<file path="config.mk">
export PLATFORM = sky130hd
export DESIGN_NAME = pulse_width_capture_timer
export DESIGN_NICKNAME = d
export VERILOG_FILES = /design/src/pkg/pwc_pkg.sv /design/src/logic/pulse_width_capture_timer.sv
export SDC_FILE = /design/constraint.sdc
export NUM_CORES = 1
export LEC_CHECK = 0
export ABC_AREA = 0
export BUFFER_PORTS_ARGS = -buffer_cell sky130_fd_sc_hd__buf_2
export CORE_MARGIN = 2
export CORE_UTILIZATION = 55
export CTS_BUF_LIST = sky130_fd_sc_hd__clkbuf_16
export CTS_CLUSTER_SIZE = 12
export DETAILED_ROUTE_END_ITERATION = 10
export PLACE_DENSITY = 0.79
export SLEW_MARGIN = 20
export SYNTH_ARGS = -nofsm -noshare
export SYNTH_HDL_FRONTEND = slang
export SYNTH_SLANG_ARGS = --single-unit
</file>
<file path="constraint.sdc">
create_clock -name clk_sys -period 2.9 [get_ports clk_sys]
set_input_delay 0.435 -clock clk_sys [delete_from_list [all_inputs] [get_ports clk_sys]]
set_output_delay 0.435 -clock clk_sys [all_outputs]
set_load 0.02 [all_outputs]
</file>
<file path="src/pkg/pwc_pkg.sv">
// -----------------------------------------------------------------------------
// Overview of operation
// count clock is machine clock or divided by 4..2048; other codes prohibited
// reset selects undivided clock; software picks clock before starting
// edge field: high width, rise cycle, fall cycle, all edges, low width
// mode bit clear means continuous with buffer, set means one-shot
// reset gives high width one-shot; software sets mode before starting
// enable write of one starts or restarts, zero forcibly stops
// after start nothing counts until start edge, then count from one
// rewriting one while waiting for start edge changes nothing; the code still clears a stale count left by a continuous wait
// restart during measurement clears count and waits for start edge again
// end edge with restart still sets end flag and fills buffer
// one-shot stops itself on overflow or completed measurement
// software stops continuous mode or early one-shot by writing zero
// counter clears on reset and on every enable write of one; a write that meets a start edge while waiting loads one instead
// one-shot first end edge stops and flags; coinciding restart waits instead
// continuous end edge stops, flags, then waits for next start edge
// continuous completion copies final count into result buffer
// software changes mode only while counter is stopped
// one-shot buffer read gives live count, then final result
// continuous buffer read gives last result; live count hidden
// continuous unread result overwritten sets overrun error flag
// reading result buffer clears overrun error flag
// reading result buffer clears measurement end flag
// overflow during measurement sets flag and request when enabled
// all-edge and continuous cycle modes reuse end edge as next start
// pulse input synchronised; edges found on synchronised samples
// -----------------------------------------------------------------------------
package pwc_pkg;
  localparam int ADDR_W = 4;
  localparam int DATA_W = 16;
  localparam int CNT_W = 16;
  localparam int PRE_W = 11;

  // register offsets
  localparam logic [3:0] TIMER_CONTROL_OFF = 4'h0;
  localparam logic [3:0] TIMER_CONTROL_EXT_OFF = 4'h4;
  localparam logic [3:0] STATUS_CONTROL_OFF = 4'h8;
  localparam logic [3:0] RESULT_BUFFER_OFF = 4'hc;

  // timer_control_reg fields
  localparam int COUNTER_ENABLE_BIT = 1;
  localparam int MEASURE_MODE_BIT = 2;
  localparam int EDGE_SELECT_LSB = 8;
  localparam int CLOCK_SELECT_LSB = 12;
  // timer_control_ext_reg field
  localparam int CLOCK_SELECT_MSB_BIT = 8;
  // status_control_reg fields
  localparam int OVERFLOW_FLAG_BIT = 0;
  localparam int OVERRUN_FLAG_BIT = 1;
  localparam int END_FLAG_BIT = 2;
  localparam int OVERFLOW_IE_BIT = 4;
  localparam int END_IE_BIT = 6;
  localparam int ACTIVE_BIT = 7;

  // reset values and count constants
  localparam logic [3:0] CLOCK_SELECT_RST = 4'h0;
  localparam logic [2:0] EDGE_SELECT_RST = 3'h0;
  localparam logic MEASURE_MODE_RST = 1'b1;
  localparam logic [CNT_W-1:0] COUNT_CLEAR = 16'h0000;
  localparam logic [CNT_W-1:0] COUNT_FIRST = 16'h0001;
  localparam logic [CNT_W-1:0] COUNT_MAX = 16'hffff;

  localparam logic MODE_CONTINUOUS = 1'b0;
  localparam logic MODE_ONE_SHOT = 1'b1;

  typedef enum logic [2:0] {
    EDGE_HIGH_WIDTH = 3'b000,
    EDGE_RISE_CYCLE = 3'b001,
    EDGE_FALL_CYCLE = 3'b010,
    EDGE_ALL_EDGES = 3'b011,
    EDGE_LOW_WIDTH = 3'b100
  } edge_mode_t;

  // prescaler masks, tick when all mask bits of the free counter are set
  localparam logic [PRE_W-1:0] DIV1_MASK = 11'h000;
  localparam logic [PRE_W-1:0] DIV4_MASK = 11'h003;
  localparam logic [PRE_W-1:0] DIV16_MASK = 11'h00f;
  localparam logic [PRE_W-1:0] DIV128_MASK = 11'h07f;
  localparam logic [PRE_W-1:0] DIV256_MASK = 11'h0ff;
  localparam logic [PRE_W-1:0] DIV512_MASK = 11'h1ff;
  localparam logic [PRE_W-1:0] DIV1024_MASK = 11'h3ff;
  localparam logic [PRE_W-1:0] DIV2048_MASK = 11'h7ff;

  typedef enum logic [1:0] {
    ST_IDLE = 2'b00,
    ST_WAIT = 2'b01,
    ST_MEAS = 2'b10
  } pwc_state_t;
endpackage

</file>
<file path="src/logic/pulse_width_capture_timer.sv">
`timescale 1ns/10ps
module pulse_width_capture_timer
  import pwc_pkg::*;
(
  input wire logic clk_sys, // machine clock, 100 MHz
  input wire logic arst_n, // async reset, active low
  input wire logic [ADDR_W-1:0] addr, // register byte address
  input wire logic [DATA_W-1:0] wr_data, // write data
  input wire logic wr_en, // write strobe
  input wire logic rd_en, // read strobe
  output logic [DATA_W-1:0] rd_data, // read data, cycle after strobe
  input wire logic pulse_in, // external pulse, asynchronous
  output logic overflow_irq, // overflow request, level
  output logic measure_end_irq, // measurement end request, level
  output logic measure_active // counter enable state
);

  // ---------------------------------------------------------------------------
  // input synchroniser and edge detect
  // ---------------------------------------------------------------------------
  logic sync1_reg, sync2_reg, prev_reg;
  logic sync1_next, sync2_next, prev_next;
  logic rise, fall;

  always_comb begin
    sync1_next = pulse_in;
    sync2_next = sync1_reg;
    prev_next = sync2_reg;
  end

  // two-stage sync
  always_ff @(posedge clk_sys or negedge arst_n) begin
    if (!arst_n) begin
      sync1_reg <= 1'b0;
      sync2_reg <= 1'b0;
      prev_reg <= 1'b0;
    end else begin
      sync1_reg <= sync1_next;
      sync2_reg <= sync2_next;
      prev_reg <= prev_next;
    end
  end

  // edges from synced samples
  assign rise = sync2_reg & ~prev_reg;
  assign fall = ~sync2_reg & prev_reg;

  // ---------------------------------------------------------------------------
  // control registers
  // ---------------------------------------------------------------------------
  logic enable_reg, enable_next;
  logic mode_reg, mode_next;
  logic [2:0] edge_sel_reg, edge_sel_next;
  logic [3:0] clk_sel_reg, clk_sel_next;
  logic ovf_ie_reg, ovf_ie_next;
  logic end_ie_reg, end_ie_next;

  logic ctrl_wr, ext_wr, stat_wr, buf_rd;
  logic start_cmd, stop_cmd;

  assign ctrl_wr = wr_en && (addr == TIMER_CONTROL_OFF);
  assign ext_wr = wr_en && (addr == TIMER_CONTROL_EXT_OFF);
  assign stat_wr = wr_en && (addr == STATUS_CONTROL_OFF);
  assign buf_rd = rd_en && (addr == RESULT_BUFFER_OFF);
  // one starts or restarts, zero stops
  assign start_cmd = ctrl_wr && wr_data[COUNTER_ENABLE_BIT];
  assign stop_cmd = ctrl_wr && !wr_data[COUNTER_ENABLE_BIT];

  // ---------------------------------------------------------------------------
  // count clock prescaler
  // ---------------------------------------------------------------------------
  logic [PRE_W-1:0] pre_reg, pre_next;
  logic [PRE_W-1:0] div_mask;
  logic div_legal;
  logic tick;
  logic pre_restart;

  // count clock select decode
  always_comb begin
    div_mask = DIV1_MASK;
    div_legal = 1'b1;
    unique case (clk_sel_reg)
      4'h0: div_mask = DIV1_MASK;
      4'h1: div_mask = DIV4_MASK;
      4'h2: div_mask = DIV16_MASK;
      4'h3: div_mask = DIV128_MASK;
      4'h4: div_mask = DIV256_MASK;
      4'h8: div_mask = DIV512_MASK;
      4'h9: div_mask = DIV1024_MASK;
      4'ha: div_mask = DIV2048_MASK;
      // prohibited codes freeze the count rather than guess a rate
      default: div_legal = 1'b0;
    endcase
  end

  assign tick = div_legal && ((pre_reg & div_mask) == div_mask);

  always_comb begin
    pre_next = pre_reg + 11'h001;
    if (pre_restart) begin
      pre_next = '0;
    end
  end

  always_ff @(posedge clk_sys or negedge arst_n) begin
    if (!arst_n) begin
      pre_reg <= '0;
    end else begin
      pre_reg <= pre_next;
    end
  end

  // ---------------------------------------------------------------------------
  // edge selection
  // ---------------------------------------------------------------------------
  logic start_edge, end_edge, end_restarts;

  // edge mode decode
  always_comb begin
    start_edge = 1'b0;
    end_edge = 1'b0;
    end_restarts = 1'b0;
    unique case (edge_sel_reg)
      EDGE_HIGH_WIDTH: begin
        start_edge = rise;
        end_edge = fall;
      end
      EDGE_RISE_CYCLE: begin
        start_edge = rise;
        end_edge = rise;
        end_restarts = 1'b1;
      end
      EDGE_FALL_CYCLE: begin
        start_edge = fall;
        end_edge = fall;
        end_restarts = 1'b1;
      end
      EDGE_ALL_EDGES: begin
        start_edge = rise | fall;
        end_edge = rise | fall;
        end_restarts = 1'b1;
      end
      EDGE_LOW_WIDTH: begin
        start_edge = fall;
        end_edge = rise;
      end
      // prohibited codes never see an edge
      default: begin
        start_edge = 1'b0;
      end
    endcase
  end

  // ---------------------------------------------------------------------------
  // measurement engine
  // ---------------------------------------------------------------------------
  pwc_state_t state_reg, state_next;
  logic [CNT_W-1:0] count_reg, count_next;
  logic [CNT_W-1:0] result_reg, result_next;
  logic fresh_reg, fresh_next;
  logic ovf_flag_reg, ovf_flag_next;
  logic err_flag_reg, err_flag_next;
  logic end_flag_reg, end_flag_next;
  logic ovf_set, err_set, end_set;
  logic ovf_clr, err_clr, end_clr;

  always_comb begin
    state_next = state_reg;
    count_next = count_reg;
    result_next = result_reg;
    fresh_next = fresh_reg;
    enable_next = enable_reg;
    mode_next = mode_reg;
    edge_sel_next = edge_sel_reg;
    clk_sel_next = clk_sel_reg;
    ovf_ie_next = ovf_ie_reg;
    end_ie_next = end_ie_reg;
    ovf_set = 1'b0;
    err_set = 1'b0;
    end_set = 1'b0;
    pre_restart = 1'b0;

    if (state_reg == ST_MEAS) begin
      if (end_edge) begin
        end_set = 1'b1;
        if (mode_reg == MODE_CONTINUOUS) begin
          // copy final count
          result_next = count_reg;
          fresh_next = 1'b1;
          // unread result overwritten
          err_set = fresh_reg;
          if (end_restarts) begin
            // end edge doubles as start
            count_next = COUNT_FIRST;
            pre_restart = 1'b1;
          end else begin
            // wait for next start
            state_next = ST_WAIT;
          end
        end else begin
          // one-shot done
          state_next = ST_IDLE;
          enable_next = 1'b0;
        end
      end else if (tick) begin
        count_next = count_reg + 16'h0001;
        if (count_reg == COUNT_MAX) begin
          // overflow flag
          ovf_set = 1'b1;
          if (mode_reg == MODE_ONE_SHOT) begin
            // self stop on overflow
            state_next = ST_IDLE;
            enable_next = 1'b0;
          end
        end
      end
    end else if ((state_reg == ST_WAIT) && start_edge) begin
      // first count is one
      count_next = COUNT_FIRST;
      state_next = ST_MEAS;
      pre_restart = 1'b1;
    end

    // a read that meets a new result leaves that result unread
    if (buf_rd && !end_set) begin
      fresh_next = 1'b0;
    end

    if (ctrl_wr) begin
      mode_next = wr_data[MEASURE_MODE_BIT];
      edge_sel_next = wr_data[EDGE_SELECT_LSB +: 3];
      clk_sel_next[2:0] = wr_data[CLOCK_SELECT_LSB +: 3];
    end
    if (ext_wr) begin
      clk_sel_next[3] = wr_data[CLOCK_SELECT_MSB_BIT];
    end
    if (stat_wr) begin
      ovf_ie_next = wr_data[OVERFLOW_IE_BIT];
      end_ie_next = wr_data[END_IE_BIT];
    end

    if (start_cmd) begin
      enable_next = 1'b1;
      // rewrite while waiting keeps the wait state and the prescaler
      if (state_reg != ST_WAIT) begin
        // clear on start
        count_next = COUNT_CLEAR;
        // restart waits for edge again
        state_next = ST_WAIT;
        pre_restart = 1'b1;
      end else if (!start_edge) begin
        // stale count from continuous wait clears too
        count_next = COUNT_CLEAR;
      end
    end else if (stop_cmd) begin
      // forced stop
      enable_next = 1'b0;
      state_next = ST_IDLE;
    end
  end

  // buffer read clears overrun and end flags, flag writes of zero clear all three
  assign ovf_clr = stat_wr && !wr_data[OVERFLOW_FLAG_BIT];
  assign err_clr = buf_rd || (stat_wr && !wr_data[OVERRUN_FLAG_BIT]);
  assign end_clr = buf_rd || (stat_wr && !wr_data[END_FLAG_BIT]);

  // set beats clear, so a coinciding restart keeps the end flag
  always_comb begin
    ovf_flag_next = ovf_set | (ovf_flag_reg & ~ovf_clr);
    err_flag_next = err_set | (err_flag_reg & ~err_clr);
    end_flag_next = end_set | (end_flag_reg & ~end_clr);
  end

  // reset defaults
  always_ff @(posedge clk_sys or negedge arst_n) begin
    if (!arst_n) begin
      state_reg <= ST_IDLE;
      count_reg <= COUNT_CLEAR;
      result_reg <= COUNT_CLEAR;
      fresh_reg <= 1'b0;
      enable_reg <= 1'b0;
      mode_reg <= MEASURE_MODE_RST;
      edge_sel_reg <= EDGE_SELECT_RST;
      clk_sel_reg <= CLOCK_SELECT_RST;
      ovf_ie_reg <= 1'b0;
      end_ie_reg <= 1'b0;
      ovf_flag_reg <= 1'b0;
      err_flag_reg <= 1'b0;
      end_flag_reg <= 1'b0;
    end else begin
      state_reg <= state_next;
      count_reg <= count_next;
      result_reg <= result_next;
      fresh_reg <= fresh_next;
      enable_reg <= enable_next;
      mode_reg <= mode_next;
      edge_sel_reg <= edge_sel_next;
      clk_sel_reg <= clk_sel_next;
      ovf_ie_reg <= ovf_ie_next;
      end_ie_reg <= end_ie_next;
      ovf_flag_reg <= ovf_flag_next;
      err_flag_reg <= err_flag_next;
      end_flag_reg <= end_flag_next;
    end
  end

  // ---------------------------------------------------------------------------
  // read path and outputs
  // ---------------------------------------------------------------------------
  logic [DATA_W-1:0] rd_data_next;
  logic ovf_irq_next, end_irq_next;

  always_comb begin
    rd_data_next = '0;
    if (rd_en) begin
      unique case (addr)
        TIMER_CONTROL_OFF: begin
          rd_data_next[COUNTER_ENABLE_BIT] = enable_reg;
          rd_data_next[MEASURE_MODE_BIT] = mode_reg;
          rd_data_next[EDGE_SELECT_LSB +: 3] = edge_sel_reg;
          rd_data_next[CLOCK_SELECT_LSB +: 3] = clk_sel_reg[2:0];
        end
        TIMER_CONTROL_EXT_OFF: begin
          rd_data_next[CLOCK_SELECT_MSB_BIT] = clk_sel_reg[3];
        end
        STATUS_CONTROL_OFF: begin
          rd_data_next[OVERFLOW_FLAG_BIT] = ovf_flag_reg;
          rd_data_next[OVERRUN_FLAG_BIT] = err_flag_reg;
          rd_data_next[END_FLAG_BIT] = end_flag_reg;
          rd_data_next[OVERFLOW_IE_BIT] = ovf_ie_reg;
          rd_data_next[END_IE_BIT] = end_ie_reg;
          rd_data_next[ACTIVE_BIT] = (state_reg == ST_MEAS);
        end
        RESULT_BUFFER_OFF: begin
          // one-shot shows the counter, continuous the buffer
          if (mode_reg == MODE_ONE_SHOT) begin
            rd_data_next = count_reg;
          end else begin
            rd_data_next = result_reg;
          end
        end
        // unmapped addresses read zero
        default: rd_data_next = '0;
      endcase
    end
  end

  // request gated by enable
  always_comb begin
    ovf_irq_next = ovf_flag_next & ovf_ie_next;
    end_irq_next = end_flag_next & end_ie_next;
  end

  always_ff @(posedge clk_sys or negedge arst_n) begin
    if (!arst_n) begin
      rd_data <= '0;
      overflow_irq <= 1'b0;
      measure_end_irq <= 1'b0;
      measure_active <= 1'b0;
    end else begin
      rd_data <= rd_data_next;
      overflow_irq <= ovf_irq_next;
      measure_end_irq <= end_irq_next;
      measure_active <= enable_next;
    end
  end

endmodule

</file>
==> key figures <==
Floorplan
  • Vertical die dimension: about 90 um
  • Core box area: slightly above 0.007 sq mm
  • Width of the die: around 90 um
  • Num rows: 31
  • Floorplan die area: 0.008052 sq mm
  • Starting utilization of the core area: 0.5634
  • I/O Pins: 44

Worst setup path
  • Sort of element at the end of the critical path: flip-flop
  • Capture point of the worst reg-to-reg path: count_reg[15]$_DFF_PN0_
  • Startpoint of the lowest-slack register-to-register path: prev_reg$_DFF_PN0_
  • Instance count on the critical path: 8
  • Cell-by-cell listing of the critical path: inv_1 > ha_1 > nand2b_1 > a311oi_1 > o21a_1 > nor2_1 > o41ai_1 > mux2i_1
  • Logic depth of the worst register-to-register path: 8
  • Data required time at the worst endpoint: 3090 ps
  • CP Class: flip-flop to flip-flop
  • Crit path launch type: flip-flop
  • Worst endpoint data arrival time: approximately 2700 ps
  • Critical Path Slowest Stage Cell: sky130_fd_sc_hd__o41ai_1
  • R2r setup slk: around 430 ps
  • Buf/Inv on CP: 1
  • Worst-path maximum fanout: 8
  • Family with the most delay on the worst path: compound AO/OA/AOI/OAI gates
  • Biggest cell delay along the critical path: 420 ps

Detailed routing
  • Detailed Routing Iterations Pass 1: 5
  • Remaining number of nets flagged by the antenna check after routing: 0
  • Violation count after the first detailed-routing iteration: roughly 230
  • DRC: 0
  • Drt wl/cell: around 17 um
  • Via total after detailed routing: roughly 3200
  • Wirelength, routed: between 8 and 9 mm
  • Vias per cell: around 6.1

CTS
  • Buffer count from post-CTS setup fixing: 0
  • Clock latency at the later pin of the worst-skew pair: around 330 ps
  • Largest buffer count on any clock path: 2
  • CTS-repair resized insts: 0
  • CTS H-tree depth: 3
  • TritonCTS Buffers: 9
  • Sinks on the clock net: 81
  • Root cell of the clock tree: sky130_fd_sc_hd__clkbuf_16
  • Clock-pin transition on the worst setup and hold timing paths: 60 ps
  • Clock tree from TritonCTS: yes
  • Hold Buf Count CTS: 0

STA
  • Max-slew violation count: 0
  • Worst slew pin tran: a little under 1000 ps
  • Final number of hold-violating endpoints: 0
  • Max transition margin: 0.3504
  • Crit path time final: 2465 ps
  • Final period util: 0.8501
  • Largest clock skew in the final design: 6.881 ps
  • RSZ-0062 raised after global routing: false
  • Final setup violation count: 0
  • Aggregate negative setup slack: 0 ps
  • Fmax: 405.7 MHz

GRT
  • Global-route usage over all layers: 0.2291
  • Initial antenna violation count: 0
  • Vias in the first global route: between 3000 and 4000
  • Pin count of the biggest net entering global routing: approximately 80
  • Remaining global-route overflow: 0
  • Wire length of the first global-routing pass: about 15 mm

Finish
  • Final core utilization: 0.6446
  • Nets: 455
  • Fraction of layout instances using a drive strength above 1: 0.2227
  • Most used cells in the layout excluding fill and tap cells: sky130_fd_sc_hd__dfrtp_1, sky130_fd_sc_hd__nor2_1, sky130_fd_sc_hd__buf_2, sky130_fd_sc_hd__nand2_1, sky130_fd_sc_hd__mux2_2
  • Layout area overhead: 14.42%
  • Count of inserted antenna diode cells: 0
  • Most common cell after layout, fill and taps aside: sky130_fd_sc_hd__dfrtp_1

Power and ir drop
  • Internal power: about 2300 uW
  • Switching power share of the total: 0.3333
  • Power dissipated by switching net loads: approximately 1200 uW
  • Worst vdd rail ir drop: between 0.3 and 0.4 mV
  • Relative contribution of sequential cells to total power: 0.434
  • Total power divided by cell area: roughly 750 mW/mm^2
  • Comb power frac: 0.253
  • Power share of the clock group: 0.313
  • Leakage power total: around 0.0021 uW

Synthesis
  • Number of warning messages in the yosys log: 0
  • Cells after synthesis: roughly 390
  • Post-Synthesis Cell Area: a little over 0.004 sq mm
  • Fraction of the yosys area taken by sequential cells: 0.5017
  • Post-Synthesis Net Count: 414
  • Number of storage elements in the synthesis netlist: between 80 and 90
  • Post-synth EDFFs: 0
  • Post-Syn Area per Cell: around 11 sq um
  • Top_reg_cell synth: sky130_fd_sc_hd__dfrtp_1
  • Async set or reset register ratio after synthesis: 1.000
  • Library cells used by synthesis: 62

Run status
  • Status: finished, final reports clean

Hold path
  • Min-Delay Endpoint: sync1_reg$_DFF_PN0_
  • Hold Crit Class: primary input to flip-flop
  • Startpoint of the tightest hold check path: pulse_in
  • Min-Delay Path Depth: 1

Placed design
  • Global placement routability congestion: ~0.86
  • IO buf count: 38
  • Estimated wirelength of the detail-placed design: about 6 mm

Job
  • Max-cap viol count: 0
-- synth_stat cells (3+ instances only) --
master                     count  share of area
sky130_fd_sc_hd__dfrtp_1      80           0.50
sky130_fd_sc_hd__nor2_1       40          0.037
sky130_fd_sc_hd__nand2_1      32          0.030
sky130_fd_sc_hd__mux2_2       25          0.070
sky130_fd_sc_hd__nand3_1      21          0.026
sky130_fd_sc_hd__mux2i_1      18          0.045
sky130_fd_sc_hd__o21ai_0      15          0.019
sky130_fd_sc_hd__inv_1        10         0.0093
sky130_fd_sc_hd__and3_1        9          0.014
sky130_fd_sc_hd__o211ai_1      9          0.017
sky130_fd_sc_hd__clkbuf_1      8         0.0074
sky130_fd_sc_hd__a21oi_1       7         0.0087
sky130_fd_sc_hd__nand4_1       6         0.0093
sky130_fd_sc_hd__xnor2_1       6          0.013
sky130_fd_sc_hd__a211oi_1      5         0.0093
sky130_fd_sc_hd__a31oi_1       5         0.0077
sky130_fd_sc_hd__nand2b_1      5         0.0077
sky130_fd_sc_hd__ha_1          4          0.012
sky130_fd_sc_hd__o22ai_1       4         0.0062
sky130_fd_sc_hd__o31ai_1       4         0.0074
sky130_fd_sc_hd__or4_1         4         0.0074
sky130_fd_sc_hd__xor2_1        4         0.0087
sky130_fd_sc_hd__and2_1        3         0.0046
sky130_fd_sc_hd__buf_2         3         0.0037
sky130_fd_sc_hd__nand3b_1      3         0.0056
sky130_fd_sc_hd__o21ai_1       3         0.0037
sky130_fd_sc_hd__o41ai_1       3         0.0065
-- worst max path at each step --
stage	slack [ps]	endpoint	start
2_1_floorplan	730	result_reg[10]$_DFFE_PN0P_	prev_reg$_DFF_PN0_
3_3_place_gp	590	count_reg[6]$_DFF_PN0_	prev_reg$_DFF_PN0_
3_5_place_dp	540	count_reg[15]$_DFF_PN0_	prev_reg$_DFF_PN0_
4_1_cts	480	count_reg[15]$_DFF_PN0_	prev_reg$_DFF_PN0_
5_1_grt	350	count_reg[11]$_DFF_PN0_	prev_reg$_DFF_PN0_
6_report	430	count_reg[15]$_DFF_PN0_	prev_reg$_DFF_PN0_
-- stage by stage --
step | instances | hold slack (ps) | power (uW) | cell area, sq um | setup WS [ps]
2_1_floorplan | 385 | 139.4 | 2144 | 4043 | 728.5
3_3_place_gp | 514 | 335.5 | 2349 | 4337 | 592.8
3_5_place_dp | 514 | 336.3 | 2393 | 4337 | 536.2
4_1_cts | 530 | 200.1 | 3488 | 4626 | 476.6
5_1_grt | 530 | 205.8 | 3686 | 4626 | 354.7
6_report | 530 | 207.0 | 3490 | 4626 | 434.8
-- power groups by stage --
| stage | clock network (uW) | logic [uW] | registers, uW |
|---|---|---|---|
| after floorplan | 0 | 670 | 1470 |
| after global placement | 0 | 833 | 1520 |
| after detailed placement | 0 | 868 | 1520 |
| after CTS | 1100 | 877 | 1510 |
| after global routing | 1170 | 978 | 1540 |
| final | 1090 | 883 | 1510 |
-- cell type report --
type	instances	area, sq um
fill	558	2550
sequential	81	2028
multi-input combinational	279	1902
timing repair buffer	45	245.2
clock buffer	9	225.2
tap	99	123.9
clock inverter	7	63.81
inverter	10	37.54
-- logic make-up after synthesis --
logic type      count (synthesis)  share of synthesized area
flops                          81                     0.5017
xor+xnor                       10                    0.02166
buf+inv                        25                    0.02786
mux                            43                     0.1142
compound gates                 81                     0.1448
simple gates                  141                     0.1773
fa+ha+maj                       4                    0.01238
-- metal layers --
metal | up-vias | part of all wire | track usage
met5 | - | 0 | 0
met4 | 0 | 0.022 | 0.1141
met3 | 22 | 0.057 | 0.03772
met2 | 150 | 0.47 | 0.3573
met1 | 1550 | 0.45 | 0.3131
li1 | 1506 | - | -
(Power assumes the default switching activity.)
